--- src/core/fsf_pkg.sv ---
// Shared constants and types for the serial frame follower
package fsf_pkg;

  // Character and clock figures
  localparam int unsigned CLK_HZ     = 25_000_000;
  localparam int unsigned BAUD_MIN   = 2400;
  localparam int unsigned BAUD_MAX   = 115200;
  localparam logic [15:0] DIV_MIN    = 16'(CLK_HZ / BAUD_MAX);
  localparam logic [15:0] DIV_MAX    = 16'(CLK_HZ / BAUD_MIN);
  localparam logic [3:0]  CHAR_BITS  = 4'hb;
  localparam int unsigned FIFO_DEPTH = 32;

  // Frame layout
  localparam logic [7:0] START_BYTE  = 8'h02;
  localparam logic [7:0] LEN_OVERHD  = 8'h02;
  localparam logic [7:0] LEN_PROC    = 8'h06;
  localparam logic [7:0] LEN_PARAM   = 8'h0e;
  localparam logic [7:0] TEXT_FIXED  = 8'h0a;
  localparam logic [7:0] PARAM_BYTES = 8'h0c;
  localparam int unsigned CODE_LSB   = 12;

  // Address byte fields
  localparam int unsigned ADR_LONG  = 7;
  localparam int unsigned ADR_BCAST = 5;

  // Parameter commands, master to follower
  typedef enum logic [3:0] {
    CMD_NONE = 4'h0, CMD_READ = 4'h1, CMD_WR_W = 4'h2, CMD_WR_DW = 4'h3,
    CMD_NV_DW = 4'hd, CMD_NV_W = 4'he, CMD_TEXT = 4'hf
  } fsf_cmd_t;

  // Response codes, follower to master
  typedef enum logic [3:0] {
    RES_NONE = 4'h0, RES_WORD = 4'h1, RES_DWORD = 4'h2, RES_FAIL = 4'h7, RES_TEXT = 4'hf
  } fsf_res_t;

  // Fault reports placed in the low value word
  localparam logic [7:0] FLT_NO_PARAM = 8'h00;
  localparam logic [7:0] FLT_NO_WRITE = 8'h01;
  localparam logic [7:0] FLT_RANGE    = 8'h02;
  localparam logic [7:0] FLT_NO_SUB   = 8'h03;
  localparam logic [7:0] FLT_NO_ARRAY = 8'h04;
  localparam logic [7:0] FLT_TYPE     = 8'h05;
  localparam logic [7:0] FLT_MODE     = 8'h11;
  localparam logic [7:0] FLT_NO_BUS   = 8'h82;
  localparam logic [7:0] FLT_FACTORY  = 8'h83;

  // Decoded command flags
  typedef struct packed {
    logic rd;
    logic wr;
    logic dword;
    logic nonvol;
    logic text;
    logic bad;
  } fsf_dec_t;

  // Request handed to the drive logic
  typedef struct packed {
    logic        bcast;
    logic        has_param;
    fsf_cmd_t    cmd;
    fsf_dec_t    dec;
    logic [11:0] param_number;
    logic [15:0] index;
    logic [31:0] value;
    logic [15:0] ctrl_word;
    logic [15:0] reference;
  } fsf_req_t;

  // Answer from the drive logic
  typedef struct packed {
    fsf_res_t    code;
    logic [7:0]  fault;
    logic [31:0] value;
    logic [15:0] status_word;
    logic [15:0] out_freq;
  } fsf_rsp_t;

endpackage

--- src/core/fsf_follower.sv ---
// Serial frame follower: character engine, frame parser, reply builder, byte FIFO
// Operation
// RULE1: start, eight data, parity, stop bits
// RULE2: parity makes ones count even
// RULE3: bit rate settable, even parity default
// RULE4: start 0x02, length, address, data, checksum
// RULE5: length equals data bytes plus two
// RULE6: text length is ten plus text
// RULE7: short address, bit5 broadcast, bits0-4 node
// RULE8: long address, bits0-6 node, zero broadcast
// RULE9: reply echoes received address byte unchanged
// RULE10: checksum is XOR from zero
// RULE11: process block four bytes, two words
// RULE12: parameter block twelve bytes, both directions
// RULE13: key bits 12-15 carry command/response
// RULE14: decode the seven command codes
// RULE15: encode the five response codes
// RULE16: failure gives 0111 and fault code
// RULE17: fault codes 11, 82, 83 too
// RULE18: control word passed to drive logic
// RULE19: reply only when addressed, half duplex
// RULE20: control/status word first, then reference
// RULE21: drop bad parity, checksum, address frames
// RULE22: never reply to broadcast frames
`timescale 1ns/1ps
`default_nettype none

module fsf_fifo #(
  parameter int unsigned W = 9,
  parameter int unsigned D = 32
) (
  // Clock and reset
  input  wire logic         clk_i,
  input  wire logic         reset_i,
  // Filling side
  input  wire logic         in_valid_i,
  output logic              in_ready_o,
  input  wire logic [W-1:0] in_data_i,
  // Draining side
  output logic              out_valid_o,
  input  wire logic         out_ready_i,
  output logic [W-1:0]      out_data_o
);
  localparam int unsigned AW = $clog2(D);

  // Pointers carry one extra bit so full and empty differ
  typedef struct packed {
    logic [AW:0] wp;
    logic [AW:0] rp;
  } fsf_fifo_st_t;

  fsf_fifo_st_t         q, d;
  logic [W-1:0]         mem [D];    // Storage words
  logic                 push, pop;  // Accepted transfers

  assign in_ready_o  = (q.wp[AW-1:0] != q.rp[AW-1:0]) || (q.wp[AW] == q.rp[AW]);
  assign out_valid_o = q.wp != q.rp;
  assign out_data_o  = mem[q.rp[AW-1:0]];
  assign push        = in_valid_i && in_ready_o;
  assign pop         = out_valid_o && out_ready_i;

  // Pointer advance
  always_comb
  begin
    d = q;
    if (push)
    begin
      d.wp = q.wp + 1'b1;
    end
    if (pop)
    begin
      d.rp = q.rp + 1'b1;
    end
  end

  // Pointer registers
  always_ff @(posedge clk_i)
  begin
    if (reset_i)
    begin
      q <= '0;
    end
    else
    begin
      q <= d;
    end
  end

  // Storage has no reset; only written words are ever read
  always_ff @(posedge clk_i)
  begin
    if (push)
    begin
      mem[q.wp[AW-1:0]] <= in_data_i;
    end
  end
endmodule

module fsf_follower
  import fsf_pkg::*;
(
  // Clock and reset
  input  wire logic           clk_i,
  input  wire logic           reset_i,
  // Serial line
  input  wire logic           rxd_i,
  output logic                txd_o,
  output logic                tx_en_o,
  // Configuration
  input  wire logic [6:0]     node_addr_i,
  input  wire logic [15:0]    baud_div_i,
  // Request to drive logic
  output logic                req_valid_o,
  output fsf_pkg::fsf_req_t   req_o,
  // Answer from drive logic
  input  wire logic           rsp_valid_i,
  output logic                rsp_ready_o,
  input  wire fsf_pkg::fsf_rsp_t rsp_i,
  // Status pulses
  output logic                frame_drop_o,
  output logic                overrun_o
);
  import fsf_pkg::*;

  typedef enum logic [2:0] {P_IDLE, P_LEN, P_ADDR, P_DATA, P_CHK, P_WAIT, P_SEND} fsf_pst_t;

  // Whole module state
  typedef struct packed {
    logic        sync1;      // Line synchroniser, first stage
    logic        sync2;      // Line synchroniser, second stage
    logic        rx_busy;
    logic [15:0] rx_cnt;
    logic [3:0]  rx_bit;
    logic [9:0]  rx_sh;
    logic        rx_stb;     // One byte landed
    logic [8:0]  rx_word;    // Error flag and byte
    fsf_pst_t    st;
    logic [7:0]  len;
    logic [7:0]  cnt;
    logic [7:0]  xr;
    logic [7:0]  addr;
    logic        bad;
    logic        bcast;
    logic [95:0] buf_q;      // First twelve data bytes
    fsf_rsp_t    rsp;
    logic [7:0]  tx_idx;
    logic [7:0]  tx_xr;
    logic        tx_busy;
    logic [15:0] tx_cnt;
    logic [3:0]  tx_bit;
    logic [10:0] tx_sh;
    logic        req_valid;
    fsf_req_t    req;
    logic        drop;
    logic        ovr;
  } fsf_st_t;

  fsf_st_t    q, d;
  logic       f_valid, f_ready;  // FIFO drain handshake
  logic [8:0] f_word;            // Error flag and byte
  logic       f_in_ready;        // FIFO room

  // Even parity bit over a byte
  function automatic logic par_even(input logic [7:0] b);
    return ^b;  // [RULE2]
  endfunction

  // Command field decode
  function automatic fsf_dec_t cmd_decode(input logic [3:0] c);
    fsf_dec_t r;
    r = '0;
    unique case (c)  // [RULE14]
      CMD_NONE:  r = '0;
      CMD_READ:  r.rd = 1'b1;
      CMD_WR_W:  r.wr = 1'b1;
      CMD_WR_DW: begin r.wr = 1'b1; r.dword = 1'b1; end
      CMD_NV_DW: begin r.wr = 1'b1; r.dword = 1'b1; r.nonvol = 1'b1; end
      CMD_NV_W:  begin r.wr = 1'b1; r.nonvol = 1'b1; end
      CMD_TEXT:  r.text = 1'b1;
      default:   r.bad = 1'b1;
    endcase
    return r;
  endfunction

  // Address match and broadcast test; returns {accept, broadcast}
  function automatic logic [1:0] addr_check(input logic [7:0] a, input logic [6:0] me);
    logic [1:0] r;
    r = 2'b00;
    if (a[ADR_LONG])
    begin
      if (a[6:0] == 7'h00)  // [RULE8]
      begin
        r = 2'b11;
      end
      else
      begin
        r = {a[6:0] == me, 1'b0};
      end
    end
    else if (a[ADR_BCAST])  // [RULE7]
    begin
      r = 2'b11;
    end
    else
    begin
      r = {(a[4:0] == me[4:0]) && (me[6:5] == 2'b00), 1'b0};
    end
    return r;
  endfunction

  // Byte k of the reply data field
  function automatic logic [7:0] reply_byte(input fsf_st_t s, input logic [7:0] k);
    logic [95:0] v;
    logic [3:0]  code;
    logic [31:0] val;
    code = s.rsp.code;
    val  = s.rsp.value;
    if (s.rsp.code == RES_FAIL)
    begin
      val = {24'h0, s.rsp.fault};  // [RULE16] [RULE17]
    end
    if (s.len < LEN_PARAM)
    begin
      v = {s.rsp.status_word, s.rsp.out_freq, 64'h0};  // [RULE11] [RULE20]
    end
    else
    begin
      v = {code, s.req.param_number, s.req.index, val,  // [RULE12] [RULE13] [RULE15]
           s.rsp.status_word, s.rsp.out_freq};
    end
    if (k >= PARAM_BYTES)
    begin
      return 8'h00;
    end
    return v[95 - 8 * k[3:0] -: 8];
  endfunction

  // Received bytes queue here while the parser waits for the answer; the receiver detects no new start bit while a reply character is sent
  fsf_fifo #(.W(9), .D(FIFO_DEPTH)) u_fifo (
    .clk_i       (clk_i),
    .reset_i     (reset_i),
    .in_valid_i  (q.rx_stb),
    .in_ready_o  (f_in_ready),
    .in_data_i   (q.rx_word),
    .out_valid_o (f_valid),
    .out_ready_i (f_ready),
    .out_data_o  (f_word)
  );

  // Parser stalls while waiting for or sending a reply
  assign f_ready     = (q.st != P_WAIT) && (q.st != P_SEND);
  assign rsp_ready_o = q.st == P_WAIT;
  assign txd_o        = q.tx_busy ? q.tx_sh[0] : 1'b1;
  assign tx_en_o      = q.st == P_SEND;  // [RULE19]
  assign req_valid_o  = q.req_valid;
  assign req_o        = q.req;
  assign frame_drop_o = q.drop;
  assign overrun_o    = q.ovr;

  // Next state
  always_comb
  begin
    logic [7:0] b;
    logic [1:0] ac;
    logic [7:0] nb;
    b  = f_word[7:0];
    ac = 2'b00;
    nb = 8'h00;
    d  = q;
    d.rx_stb    = 1'b0;
    d.req_valid = 1'b0;
    d.drop      = 1'b0;
    d.ovr       = q.rx_stb && !f_in_ready;

    // Line synchroniser
    d.sync1 = rxd_i;
    d.sync2 = q.sync1;

    // Receiver: half a bit to the start centre, then ten full bits
    if (!q.rx_busy)
    begin
      if (!q.sync2 && !q.tx_busy)
      begin
        d.rx_busy = 1'b1;
        d.rx_cnt  = baud_div_i >> 1;  // [RULE3]
        d.rx_bit  = 4'h0;
      end
    end
    else if (q.rx_cnt != 16'h0)
    begin
      d.rx_cnt = q.rx_cnt - 16'h1;
    end
    else
    begin
      d.rx_cnt = baud_div_i - 16'h1;
      d.rx_bit = q.rx_bit + 4'h1;
      if (q.rx_bit == 4'h0)
      begin
        d.rx_busy = !q.sync2;  // Glitch, not a start bit
      end
      else
      begin
        d.rx_sh = {q.sync2, q.rx_sh[9:1]};
      end
      if (q.rx_bit == CHAR_BITS - 4'h1)  // [RULE1]
      begin
        d.rx_busy = 1'b0;
        d.rx_stb  = 1'b1;
        d.rx_word = {(^q.rx_sh[9:1]) || !q.sync2, q.rx_sh[8:1]};  // [RULE2]
      end
    end

    // Frame parser
    if (f_valid && f_ready)
    begin
      d.xr = q.xr ^ b;  // [RULE10]
      d.bad = q.bad | f_word[8];
      unique case (q.st)
        P_IDLE:
        begin
          d.xr  = b;
          d.bad = 1'b0;
          if (b != START_BYTE || f_word[8])  // [RULE4]
          begin
            d.st = P_IDLE;
          end
          else
          begin
            d.st = P_LEN;
          end
        end
        P_LEN:
        begin
          d.len = b;
          d.st  = (b < LEN_OVERHD) ? P_IDLE : P_ADDR;
        end
        P_ADDR:
        begin
          d.addr = b;
          d.cnt  = 8'h00;
          d.st   = (q.len == LEN_OVERHD) ? P_CHK : P_DATA;  // [RULE5] [RULE6]
        end
        P_DATA:
        begin
          if (q.cnt < PARAM_BYTES)
          begin
            d.buf_q[95 - 8 * q.cnt[3:0] -: 8] = b;
          end
          d.cnt = q.cnt + 8'h1;
          if (q.cnt + 8'h1 == q.len - LEN_OVERHD)
          begin
            d.st = P_CHK;
          end
        end
        P_CHK:
        begin
          ac = addr_check(q.addr, node_addr_i);
          d.st = P_IDLE;
          if (q.xr != b || q.bad || f_word[8] || !ac[1])  // [RULE21]
          begin
            d.drop = 1'b1;
          end
          else
          begin
            d.req_valid     = 1'b1;
            d.req.bcast     = ac[0];
            d.req.has_param = q.len >= LEN_PARAM;
            if (q.len >= LEN_PARAM)
            begin
              d.req.cmd          = fsf_cmd_t'(q.buf_q[95:92]);  // [RULE13]
              d.req.dec          = cmd_decode(q.buf_q[95:92]);
              d.req.param_number = q.buf_q[91:80];
              d.req.index        = q.buf_q[79:64];
              d.req.value        = q.buf_q[63:32];
              d.req.ctrl_word    = q.buf_q[31:16];  // [RULE18] [RULE20]
              d.req.reference    = q.buf_q[15:0];
            end
            else
            begin
              d.req.cmd       = CMD_NONE;
              d.req.dec       = '0;
              d.req.ctrl_word = q.buf_q[95:80];  // [RULE11] [RULE18]
              d.req.reference = q.buf_q[79:64];
            end
            d.st = ac[0] ? P_IDLE : P_WAIT;  // [RULE22]
          end
        end
        default:
        begin
          d.st = q.st;
        end
      endcase
    end

    // Capture the answer, then send the reply byte by byte
    if (q.st == P_WAIT && rsp_valid_i)
    begin
      d.rsp    = rsp_i;
      d.tx_idx = 8'h00;
      d.tx_xr  = 8'h00;
      d.st     = P_SEND;
    end

    // Transmitter shifts least significant bit first
    if (q.tx_busy)
    begin
      if (q.tx_cnt != 16'h0)
      begin
        d.tx_cnt = q.tx_cnt - 16'h1;
      end
      else
      begin
        d.tx_cnt = baud_div_i - 16'h1;
        d.tx_sh  = {1'b1, q.tx_sh[10:1]};
        d.tx_bit = q.tx_bit + 4'h1;
        d.tx_busy = q.tx_bit != CHAR_BITS - 4'h1;
      end
    end
    else if (q.st == P_SEND)
    begin
      if (q.tx_idx == q.len + LEN_OVERHD)
      begin
        d.st = P_IDLE;
      end
      else
      begin
        if (q.tx_idx == 8'h00)
        begin
          nb = START_BYTE;  // [RULE4]
        end
        else if (q.tx_idx == 8'h01)
        begin
          nb = q.len;  // [RULE5]
        end
        else if (q.tx_idx == 8'h02)
        begin
          nb = q.addr;  // [RULE9]
        end
        else if (q.tx_idx == q.len + 8'h01)
        begin
          nb = q.tx_xr;  // [RULE10]
        end
        else
        begin
          nb = reply_byte(q, q.tx_idx - 8'h03);
        end
        d.tx_xr   = q.tx_xr ^ nb;
        d.tx_idx  = q.tx_idx + 8'h1;
        d.tx_busy = 1'b1;
        d.tx_bit  = 4'h0;
        d.tx_cnt  = baud_div_i - 16'h1;
        d.tx_sh   = {1'b1, par_even(nb), nb, 1'b0};  // [RULE1] [RULE2]
      end
    end
  end

  // State register; line idles high
  always_ff @(posedge clk_i)
  begin
    if (reset_i)
    begin
      q       <= '0;
      q.sync1 <= 1'b1;
      q.sync2 <= 1'b1;
      q.st    <= P_IDLE;
    end
    else
    begin
      q <= d;
    end
  end
endmodule

`default_nettype wire

--- config.mk ---
export PLATFORM = sky130hd
export DESIGN_NAME = fsf_follower
export DESIGN_NICKNAME = d
export VERILOG_FILES = /design/src/core/fsf_pkg.sv /design/src/core/fsf_follower.sv
export SDC_FILE = /design/constraint.sdc
export NUM_CORES = 1
export LEC_CHECK = 0
export CORE_MARGIN = 2
export CORE_UTILIZATION = 35
export CTS_CLUSTER_DIAMETER = 150
export CTS_CLUSTER_SIZE = 30
export DETAILED_ROUTE_END_ITERATION = 12
export DONT_BUFFER_PORTS = 1
export SYNTH_ARGS = -nofsm -noshare
export SYNTH_HDL_FRONTEND = slang
export SYNTH_SLANG_ARGS = --single-unit
--- constraint.sdc ---
create_clock -name clk_i -period 10.4 [get_ports clk_i]
set_clock_uncertainty 0.15 [all_clocks]
set_input_delay 2.08 -clock clk_i [delete_from_list [all_inputs] [get_ports clk_i]]
set_output_delay 2.08 -clock clk_i [all_outputs]
set_load 0.05 [all_outputs]
# Yosys cells after proc, flatten, opt, wreduce, memory -nomap -nowiden
# Memory sizes are Yosys's and may differ from the RTL's. A register that Yosys moved wholly into a read port is not among the register bits.
# Cells that the tools add are included.
dict set report word_totals {
  register_bits 418
  ram_bits 288
  inputBits 103
  out_inout_bits 110
  wordCells 241
  mem_count 1
}
# memory depth width read_ports rd_clocked_by_memory_dff wr line
set mem_list {}
lappend mem_list {u_fifo.mem 32 9 1 1 1 fsf_follower.sv:53} ;# logic [W-1:0] mem [D];
dict set report classes {
  add_sub_neg 16
  order_cmp 5
  n_eq_ne 33
  shifts 3
  muxes 82
  n_bitwise 9
  n_reduce_logical 47
}
# op n
set ops {}
lappend ops {{$mux 96} 8}
lappend ops {{$mux 105} 1}
lappend ops {{$shift 8x34->103 const A} 1}
lappend ops {{$shiftx 103x33->8} 1}
lappend ops {{$shiftx 8x34->103} 1}
lappend ops {{$bwmux 96} 1}
lappend ops {{$mux 32} 3}
lappend ops {{$mux 48} 2}
lappend ops {{$mux 8} 12}
lappend ops {{$mux 16} 4}
lappend ops {{$mux 60} 1}
lappend ops {{$sub 16x1->16 const B} 3}
lappend ops {{$mux 21} 2}
lappend ops {{$mux 36} 1}
lappend ops {{$neg 32->34} 1}
lappend ops {{$reduce_bool 16->1} 2}
lappend ops {{$mux 10} 3}
lappend ops {{$add 8x1->8 const B} 3}
lappend ops {{$eq 8x8->1} 3}
lappend ops {{$mux 1} 24}
lappend ops {{$mux 24} 1}
lappend ops {{$mux 3} 8}
lappend ops {{$eq 4x4->1 const B} 4}
lappend ops {{$eq 8x2->1 const B} 2}
lappend ops {{other kinds (51)} 103}

# Logic depth before layout (Yosys ltp)
# Gate-level depths: netlist of the first run.
dict set report depth {
  word_depth 23
  ltp_mapped 18
  depth_no_buf 13
}

# Hierarchy
# A second synthesis of the first run with hierarchy kept.
dict set report hier_totals {
  hier_cells 2930
  area_unflattened_um2 31632.8
}
# module n_inst cells_each area_each_um2 seq_area_each_um2
set by_module_without_submodules {}
lappend by_module_without_submodules {fsf_follower 1 2392 19765.2 8107.8}
lappend by_module_without_submodules {fsf_fifo 1 538 11867.6 8988.6}

# Least setup slack after synthesis of the first run
# No wires, ideal clock.
dict set report synth_path {
  kind {register to register}
  startpoint {register q[147] (netlist bit)}
  endpoint {register q[116] (netlist bit)}
  setup_time_ns 0.086
  arrival_ns 4.222
  required_ns 10.164
  slack_ns 5.942
  stages_incl_launch_ff 16
  n_path_buf 5
  synth_period_minus_slack_ns 4.458
  path_cell_list {dfxtp_1 buf_1 clkbuf_1 clkbuf_1 inv_1 ha_1 clkbuf_1 clkbuf_1 mux4_2 a221oi_1 nor3_1 o221ai_1 xor2_1 xnor2_1 xnor2_1 a211oi_1}
}
dict set report synth_between {
  elab_chain_cells 22
  word_cells_on_any_way 31
  cone_classes {2 x add/sub; 1 x order compare; 5 x eq/ne; 1 x shift; 19 x mux; 3 x reduce/logical}
}
# element line
set synth_lines {}
lappend synth_lines {{from (decl)} fsf_follower.sv:158} ;# fsf_st_t q, d;
lappend synth_lines {{$sub 8x2->8} fsf_follower.sv:445} ;# nb = reply_byte(q, q.tx_idx - 8'h03);
lappend synth_lines {{$ge 8x4->1} fsf_follower.sv:231} ;# if (k >= PARAM_BYTES)
lappend synth_lines {{$mux 1} fsf_follower.sv:231}
lappend synth_lines {{$mux 1} fsf_follower.sv:439} ;# else if (q.tx_idx == q.len + 8'h01)
lappend synth_lines {{$mux 1} fsf_follower.sv:435} ;# else if (q.tx_idx == 8'h02)
lappend synth_lines {{$mux 1} fsf_follower.sv:431} ;# else if (q.tx_idx == 8'h01)
lappend synth_lines {{$mux 1} fsf_follower.sv:427} ;# if (q.tx_idx == 8'h00)
lappend synth_lines {{$mux 1} fsf_follower.sv:421} ;# if (q.tx_idx == q.len + LEN_OVERHD)
lappend synth_lines {{(+6 left out)} n/a}
lappend synth_lines {{$mux 8} fsf_follower.sv:427}
lappend synth_lines {{$mux 8} fsf_follower.sv:421}
lappend synth_lines {{$mux 8} fsf_follower.sv:419} ;# else if (q.st == P_SEND)
lappend synth_lines {{$mux 8} fsf_follower.sv:405} ;# if (q.tx_busy)
lappend synth_lines {{$reduce_xor 8->1} fsf_follower.sv:165} ;# return ^b;
lappend synth_lines {{$mux 48} fsf_follower.sv:421}
lappend synth_lines {{$mux 48} fsf_follower.sv:419}
lappend synth_lines {{$mux 32} fsf_follower.sv:405}
# Parallel ways exist; a longest one is shown, timed or not. The select of a mux whose other input is x is not followed.
# A chain may end at the register's enable or synchronous reset.

==> results.toml, run 1 <==
[routing]
route.detailed.drc = 0
drt_iter0_markers = 2178
drt_pre_antenna_iters = 5
post_drt_wl_per_cell_um = 19.87
via_per_inst = 5.335
ant_nets = 0
wirelength_um = 79090
detailroute.via_count = 21240

[placement]
place_congestion = 0.8374
post_detailed_placement_half_perimeter_wirelength_um = 51920
numPortBuffers = 0

[yosys]
synth_edf_count = 288
post_synth_instance_area_um2 = 31360
ys_async_sr_fraction_pct = 0
synth_seq_area_share_pct = 54.53
synth_cell_type_count = 64
synthesis.instances = 3044
avgSynthCellArea_um2 = 10.30
synth-warning-count = 0
postSynth.topFlopCell = "dfxtp_1"
post_synthesis_net_count = 3172
register_bit_count_reported_by_yosys = 710

[sta]
achievable-frequency_ghz = 0.1714
timing.final.crit_period_ps = 5835
setup_tns_ps = 0
final_setup_violation_count = 0
timing_worst_slew_pin_value_ps = 1405
rsz0062_at_grt = "no"
maxSlewViolCount = 0
min_period_over_period_pct = 56.11
timing.max_slew.rel_slack_pct = 6.354
timing.final.hold_violations = 0

[clock_tree]
clk_latency_ps = 630
cts_tree = "built"
ctsHtreeMaxLevel = 1
cts-root-to-sink-buffers = 3
cts_hold_bufs = 0
cts_setup_buffers = 0
clkTransAtPathRegs_ps = 110
post_cts_resize_count = 0
tritoncts.num_buffers = 27
ctsRootBufferMaster = "clkbuf_16"
cts_sinks = 710

[min_path]
type_of_the_most_critical_hold_path = "reg -> reg"

[power_and_ir_drop]
comb_pwr_share_pct = 11.1
clkPwrFrac_pct = 28.0
seq_power_share_pct = 60.9
max-vdd-ir-drop_mv = 0.1153
p_sw_share_pct = 25.65
internal_power_mw = 3.568
power_switching_mw = 1.231
power_density_nw_per_um2 = 148.7
p_leak_nw = 9.801

[global_routing]
antenna_found_initial = 1
global_route.usage.total_pct = 16.49
largest_net_degree_at_the_start_of_global_routing = 412
globalRouteOverflowTotal = 0
grt_pass1_wl_um = 119900
first_global_vias = 19550

[floorplanning]
ios = 213
core_outline_area_um2 = 88650
start_util_pct = 35.37
die_w_um = 303.3
die-area_um2 = 92000
die_height_um = 303.3
placement_rows = 109

[final_layout]
final.fill_count = 8856
num_antenna_cells = 0
finalCoreUtilization_pct = 36.42
most_frequent_standard_cell_in_the_layout_excluding_fill_and_tap_cells = "nand2_1"
top_library_cells_by_usage_in_the_layout_fill_and_taps_aside = "nand2_1, dfxtp_1, a21oi_1, nor2_1, edfxtp_1"
finish.net_count = 2931
area_overhead_vs_synth_pct = 2.961
final_layout_size_suffix_gt1_share_pct = 6.001

[critical_path]
critPathBufInv = 2
worstPathMaxFanout = 106
cp_top_family = "multiplexers"
timing_worst_setup_path_type = "reg -> reg"
crit_path_start_kind = "register"
critical_path_arrival_ps = 6160
cp_slowest_stage_delay_ps = 840
cp_data_required_time_ps = 10720
crit_path_end_kind = "register"
cp_slowest_cell = "buf_4"
critical_path.cell_chain = "buf_4 > mux4_2 > mux4_2 > mux2_2 > and2_1 > a2111o_1 > nor4_4 > and2_4 > buf_4 > mux2i_1 > nor2_1"

[outcome]
status = "finished, final reports clean"

[job]
max-cap-violations = 0
[per-layer routing]
layer	global-route usage, %	vias to the layer above	wire, um
met3	3.141	55	5637
met5	0	-	0
met2	25.57	599	35830
met1	24.26	10390	36570
li1	-	10200	-
met4	2.638	0	1048
[area by class of cell]
class	count	area, um2	share of cell area, %
clock inverter	3	22.52	0.06976
multi-input combinational	1990	12550	38.87
timing repair buffer	39	292.8	0.9069
inverter	35	131.4	0.4069
sequential	710	17100	52.97
clock buffer	39	730.7	2.263
tap	1165	1458	4.515
[cells in the mapped netlist (25+ instances only)]
cell	instances	share of area (%)
buf_4	111	2.7
a21oi_1	299	4.8
o21ai_0	56	0.89
nor3_1	64	1.0
nor4_1	26	0.52
edfxtp_1	288	28
nor2_1	294	3.5
dfxtp_1	422	27
ha_1	25	1.0
a22oi_1	47	1.1
xnor2_1	58	1.6
nand2b_1	29	0.58
nand3_1	101	1.6
mux4_2	60	4.3
xor2_1	46	1.3
a211oi_1	54	1.3
inv_1	34	0.41
nand2_1	447	5.4
clkbuf_1	161	1.9
mux2i_1	189	6.0
[power groups by stage]
stage               clock [mW]  combinational (mW)  sequential [mW]
detailed placement           0               0.532             2.99
global placement             0               0.529             2.99
floorplan                    0               0.374             2.98
finish                    1.34               0.532             2.92
global route              1.47               0.580             2.93
CTS                       1.38               0.532             2.92
[state kept, by name, indices dropped and copies added (netlist names), named ones only]
| register | count |
|---|---|
| overrun_o | 1 |
| u_fifo.q | 12 |
| frame_drop_o | 1 |
| d | 1 |
| q | 297 |
| req_o | 104 |
| req_valid_o | 1 |
| u_fifo.mem | 288 |
[metrics by stage]
step           power [mW]  hold slack [ps]  worst slack [ps]  cell area (um2)  std cells
6_report            4.800            288.9              4565            32280       3981
5_1_grt             4.978            294.4              4281            32280       3981
4_1_cts             4.834            285.6              4656            32280       3981
3_5_place_dp        3.518            258.2              4220            31530       3939
3_3_place_gp        3.514            257.6              4242            31530       3939
2_1_floorplan       3.349            239.5              5942            31360       3044
[worst paths after layout]
path                                        start                endpoint  slack [ps]  cells past startpoint
worst max-delay path                     register  req_o[93]$_SDFFE_PP0P_        4560                     11
worst min register to register  d[405]$_SDFF_PP1_       q[405]$_SDFF_PP1_         290                      1
worst max register to register           register  req_o[93]$_SDFFE_PP0P_        4560                     11
worst min-delay path            d[405]$_SDFF_PP1_       q[405]$_SDFF_PP1_         290                      1
[cell families after synthesis]
kind of cell / Yosys count / synth area share, %
compound gates: 541 / 10.30
mux: 254 / 10.52
buf+inv: 344 / 5.738
xor+xnor: 104 / 2.905
simple gates: 1066 / 15.02
flops: 710 / 54.53
fa+ha+maj: 25 / 0.9976
No activity file was read; power rests on OpenSTA's default activity.
==> run 2: changes to the inputs <==
- clock period: 10.4 -> 4.9 ns (I/O delays scaled with it)
==> run 2 against run 1 <==
Cell count is 0.58% higher. Power is 110% higher. Global-route usage is 0.11 points higher. Via count is 0.54% higher. Critical path type unchanged. Hold slack worse by 13 ps. Combinational power is 110% higher. Utilization is 0.24 points higher. Sequential share of layout area is 0.34 points lower.
==> results.toml, run 2 (same netlist as run 1, synthesis figures left out) <==
[final_layout]
largest_register_ffs = 297
final_layout_size_suffix_gt1_share_pct = 6.692
finish.net_count = 2953
num_antenna_cells = 0
finish.instance_area_um2 = 32490
largest-register = "q"
area_overhead_vs_synth_pct = 3.631
top_library_cells_by_usage_in_the_layout_fill_and_taps_aside = "nand2_1, dfxtp_1, a21oi_1, nor2_1, edfxtp_1"
most_frequent_standard_cell_in_the_layout_excluding_fill_and_tap_cells = "nand2_1"

[clock_tree]
cts_setup_buffers = 0
post_cts_resize_count = 0
ctsRootBufferMaster = "clkbuf_16"
clkTransAtPathRegs_ps = 120
cts_sinks = 710
ctsHtreeMaxLevel = 1
tritoncts.num_buffers = 27
clk_latency_ps = 640
cts-root-to-sink-buffers = 3
cts_tree = "built"
cts_hold_bufs = 0

[routing]
drt_pre_antenna_iters = 6
drt_iter0_markers = 2193
route.detailed.drc = 0
via_per_inst = 5.333
ant_nets = 0
detailroute.via_count = 21350
wirelength_um = 79490
post_drt_wl_per_cell_um = 19.85

[sta]
maxSlewViolCount = 0
min_period_over_period_pct = 86.99
final_setup_violation_count = 0
timing.final.crit_period_ps = 4263
timing.final.hold_violations = 0
achievable-frequency_ghz = 0.2346
rsz0062_at_grt = "no"
timing_worst_slew_pin_value_ps = 1488
setup_tns_ps = 0
timing.max_slew.rel_slack_pct = 0.7957
fin_hold_ws_ps = 275.8

[floorplanning]
placement_rows = 109
die-area_um2 = 92000
die_w_um = 303.3
core_outline_area_um2 = 88650
die_height_um = 303.3
ios = 213
start_util_pct = 35.37

[critical_path]
cp_data_required_time_ps = 5240
cp_slowest_stage_delay_ps = 550
critical_path.cell_chain = "buf_4 > mux4_2 > nand2_1 > nand2_1 > o22ai_1 > or3_1 > buf_4 > o221ai_1 > nor4_4 > and2_4 > buf_4 > mux2i_1 > nor2_1"
crit_path_end_kind = "register"
rr_worst_depth = 13
critical_path_arrival_ps = 4600
timing_worst_setup_path_type = "reg -> reg"
worstPathMaxFanout = 24
crit_path_start_kind = "register"
cpMostUsedCell = "buf_4"
cp_slowest_cell = "mux4_2"

[placement]
post_detailed_placement_half_perimeter_wirelength_um = 53300
numPortBuffers = 0
place_congestion = 0.8190
placement.cell_area_um2 = 31750

[min_path]
type_of_the_most_critical_hold_path = "reg -> reg"
holdPathStages = 1

[power_and_ir_drop]
max-vdd-ir-drop_mv = 0.2299
p_leak_nw = 9.920
power_density_nw_per_um2 = 313.8

[global_routing]
antenna_found_initial = 4
largest_net_degree_at_the_start_of_global_routing = 412
grt_pass1_wl_um = 121100
global_route.usage.total_pct = 16.60
globalRouteOverflowTotal = 0
first_global_vias = 19740

[job]
max-cap-violations = 0

[outcome]
status = "finished, final reports clean"
-- run 2: worst paths after layout --
path	startpoint	endpoint	slack [ps]
max	register	req_o[95]$_SDFFE_PP0P_	640
min	d[405]$_SDFF_PP1_	q[405]$_SDFF_PP1_	280
max reg2reg	register	req_o[95]$_SDFFE_PP0P_	640
min reg2reg	d[405]$_SDFF_PP1_	q[405]$_SDFF_PP1_	280
-- run 2: report_power, final --
| part | internal [mW] | switching [mW] | total (mW) |
|---|---|---|---|
| Clock | 1.05 | 1.80 | 2.85 |
| Sequential | 6.15 | 0.0876 | 6.24 |
| Combinational | 0.390 | 0.725 | 1.11 |
| Total | 7.59 | 2.61 | 10.2 |
-- run 2: worst max-delay path, delay by kind of cell (launching register included) --
kind                   cells  cell delay [ps]
AND/OR/NAND/NOR            6             1200
multiplexers               2              760
AO/OA/AOI/OAI              2              570
buffers and inverters      3              920
flip-flops                 1              510
-- run 2: area by class of cell --
class                   instances  area, um2
multi-input cells            1990      12540
clock buffers                  40      724.4
clock inverters                 3      22.52
repair buffers                 61      520.5
well taps                    1165       1458
flip-flops and latches        710      17100
inverters                      35      131.4
fillers                      8834      56150
-- run 2: layer usage --
metal / share of wire (%) / track usage (%) / vias up
li1: - / - / 10230
met1: 46 / 23.88 / 10500
met2: 46 / 26.21 / 533
met3: 6.7 / 3.141 / 77
met4: 1.6 / 3.023 / 8
met5: 0.075 / 0 / -
-- run 2: per-stage QoR --
stage	worst slack (ps)	power [mW]	utilization, %	instances
6_report	637.3	10.20	36.65	4004
5_1_grt	341.4	10.58	36.65	4004
4_1_cts	691.8	10.27	36.65	4004
3_5_place_dp	687.4	7.474	35.81	3961
3_3_place_gp	669.0	7.469	35.81	3961
2_1_floorplan	442.4	7.109	-	3044
==> run 3: changes to the inputs <==
- ABC_AREA: not set -> 0
- GPL_TIMING_DRIVEN: not set -> 0
- RECOVER_POWER: not set -> 25
==> run 3 against run 2 <==
Die area did not move. Utilization is 1.4 points higher. Clock power rose by 4%. Fmax fell by 10%. Flip-flop and latch count unchanged. Register-to-register slack got worse by 490 ps. Critical path depth grew 3. Hold slack got worse by 8.4 ps. Cell count grew 6.3%. Critical endpoint is now req_o[89]$_SDFFE_PP0P_. Largest cell class unchanged.
==> results.toml, run 3 (same netlist as run 1, synthesis figures left out) <==
[placement]
place_congestion = 0.8906
numPortBuffers = 0
dpl_worst_slack_ps = -1330
post_detailed_placement_half_perimeter_wirelength_um = 64190
placement.cell_area_um2 = 32860

[sta]
final_setup_violation_count = 0
postLayoutSetupSlackWorst_ps = 149.1
achievable-frequency_ghz = 0.2105
timing_worst_slew_pin_value_ps = 1391
timing.final.hold_violations = 0
min_period_over_period_pct = 96.96
timing.max_slew.rel_slack_pct = 6.916
setup_tns_ps = 0
maxSlewViolCount = 0
timing.final.crit_period_ps = 4751

[global_routing]
largest_net_degree_at_the_start_of_global_routing = 34
gr_busiest_metal = "met2"
grtUsageMet3_pct = 3.220
grt_pass1_wl_um = 133100
globalRouteOverflowTotal = 0
first_global_vias = 21020
grtUsageMet1_pct = 27.60
global_route.usage.met2_pct = 29.06
global_route.usage.total_pct = 18.93
antenna_found_initial = 6

[min_path]
type_of_the_most_critical_hold_path = "reg -> reg"
holdPathStages = 1

[clock_tree]
cts_tree = "built"
ctsRootBufferMaster = "clkbuf_16"
cts_hold_bufs = 0
clkTransAtPathRegs_ps = 110
clk_latency_ps = 660
ctsHtreeMaxLevel = 1
tritoncts.num_buffers = 28
cts_sinks = 710
cts-root-to-sink-buffers = 3

[critical_path]
cp_data_required_time_ps = 5330
rr_worst_depth = 16
critPathBufInv = 6
crit_path_end_kind = "register"
timing_worst_setup_path_type = "reg -> reg"
path_length_in_cells_of_the_critical_path = 16
cp_slowest_stage_delay_ps = 540
critical_path_arrival_ps = 5180
crit_path_start_kind = "register"
cp_slowest_cell = "clkbuf_1"
cp_top_family = "buffers and inverters"
critical_path.cell_chain = "buf_2 > nor2b_1 > clkbuf_1 > clkbuf_1 > a22oi_1 > a21oi_1 > nor4_1 > a211oi_1 > o221ai_1 > nor4_4 > and2_1 > buf_4 > buf_6 > buf_6 > nand3_1 > a21oi_1"
worstPathMaxFanout = 10

[floorplanning]
start_util_pct = 35.37
die_w_um = 303.3
die-area_um2 = 92000
ios = 213
die_height_um = 303.3
core_outline_area_um2 = 88650
placement_rows = 109

[routing]
detailroute.via_count = 22750
route.detailed.drc = 0
drt_iter0_markers = 2312
post_drt_wl_per_cell_um = 21.14
via_per_inst = 5.344
ant_nets = 0
drt_pre_antenna_iters = 6
wirelength_um = 90010

[final_layout]
largest_register_ffs = 297
finish.net_count = 3206
top_library_cells_by_usage_in_the_layout_fill_and_taps_aside = "nand2_1, dfxtp_1, a21oi_1, nor2_1, edfxtp_1"
final_layout_size_suffix_gt1_share_pct = 9.059
largest-register = "q"
most_frequent_standard_cell_in_the_layout_excluding_fill_and_tap_cells = "nand2_1"
finalCoreUtilization_pct = 38.07
finish.instance_area_um2 = 33750
area_overhead_vs_synth_pct = 7.642

[power_and_ir_drop]
p_leak_nw = 10.62
clkPwrFrac_pct = 28.3
power_switching_mw = 2.816
power_density_nw_per_um2 = 309.3
internal_power_mw = 7.625
p_sw_share_pct = 26.97
max-vdd-ir-drop_mv = 0.3558
seq_power_share_pct = 59.5
comb_pwr_share_pct = 12.2

[job]
max-cap-violations = 0

[outcome]
status = "finished, final reports clean"
run 3: repair_timing:
item / in CTS / in global routing
endpoints found under the setup margin: 121 / 104
buffers inserted: 2 / 1
pin swaps: 2 / 1
hold endpoints to repair: 0 / 0
resized for setup: 16 / 13
run 3: worst paths after layout:
kind	from	slack (ps)	end
hold / removal	d[405]$_SDFF_PP1_	270	q[405]$_SDFF_PP1_
hold reg to reg	d[405]$_SDFF_PP1_	270	q[405]$_SDFF_PP1_
setup / recovery	register	150	req_o[89]$_SDFFE_PP0P_
setup reg to reg	register	150	req_o[89]$_SDFFE_PP0P_
run 3: power by group through the flow:
stage	Clock, mW	Combinational, mW	Sequential, mW
6_report	2.96	1.27	6.21
2_1_floorplan	0	0.793	6.32
3_5_place_dp	0	1.23	6.33
3_3_place_gp	0	1.21	6.33
4_1_cts	3.03	1.26	6.20
5_1_grt	3.21	1.36	6.22
run 3: through the flow:
step | total power [mW] | hold slack (ps) | cells
2_1_floorplan | 7.109 | 239.5 | 3044
3_3_place_gp | 7.542 | 244.4 | 4209
3_5_place_dp | 7.563 | 247.2 | 4212
4_1_cts | 10.48 | 256.4 | 4256
5_1_grt | 10.79 | 272.7 | 4256
6_report | 10.44 | 267.4 | 4257
run 3: area by class of cell:
cell class / count / area [um2]
diodes: 1 / 2.502
inverters: 35 / 131.4
fillers: 8891 / 54900
clock buffers: 38 / 738.2
clock inverters: 5 / 67.56
flip-flops and latches: 710 / 17100
multi-input cells: 1990 / 12530
well taps: 1165 / 1458
repair buffers: 6 / 48.80
plain buffers: 307 / 1682
run 3: layer usage:
metal	vias up	share of wire, %
met4	6	2.7
met3	129	7.6
met2	814	44
li1	10740	-
met5	-	0.049
met1	11060	45
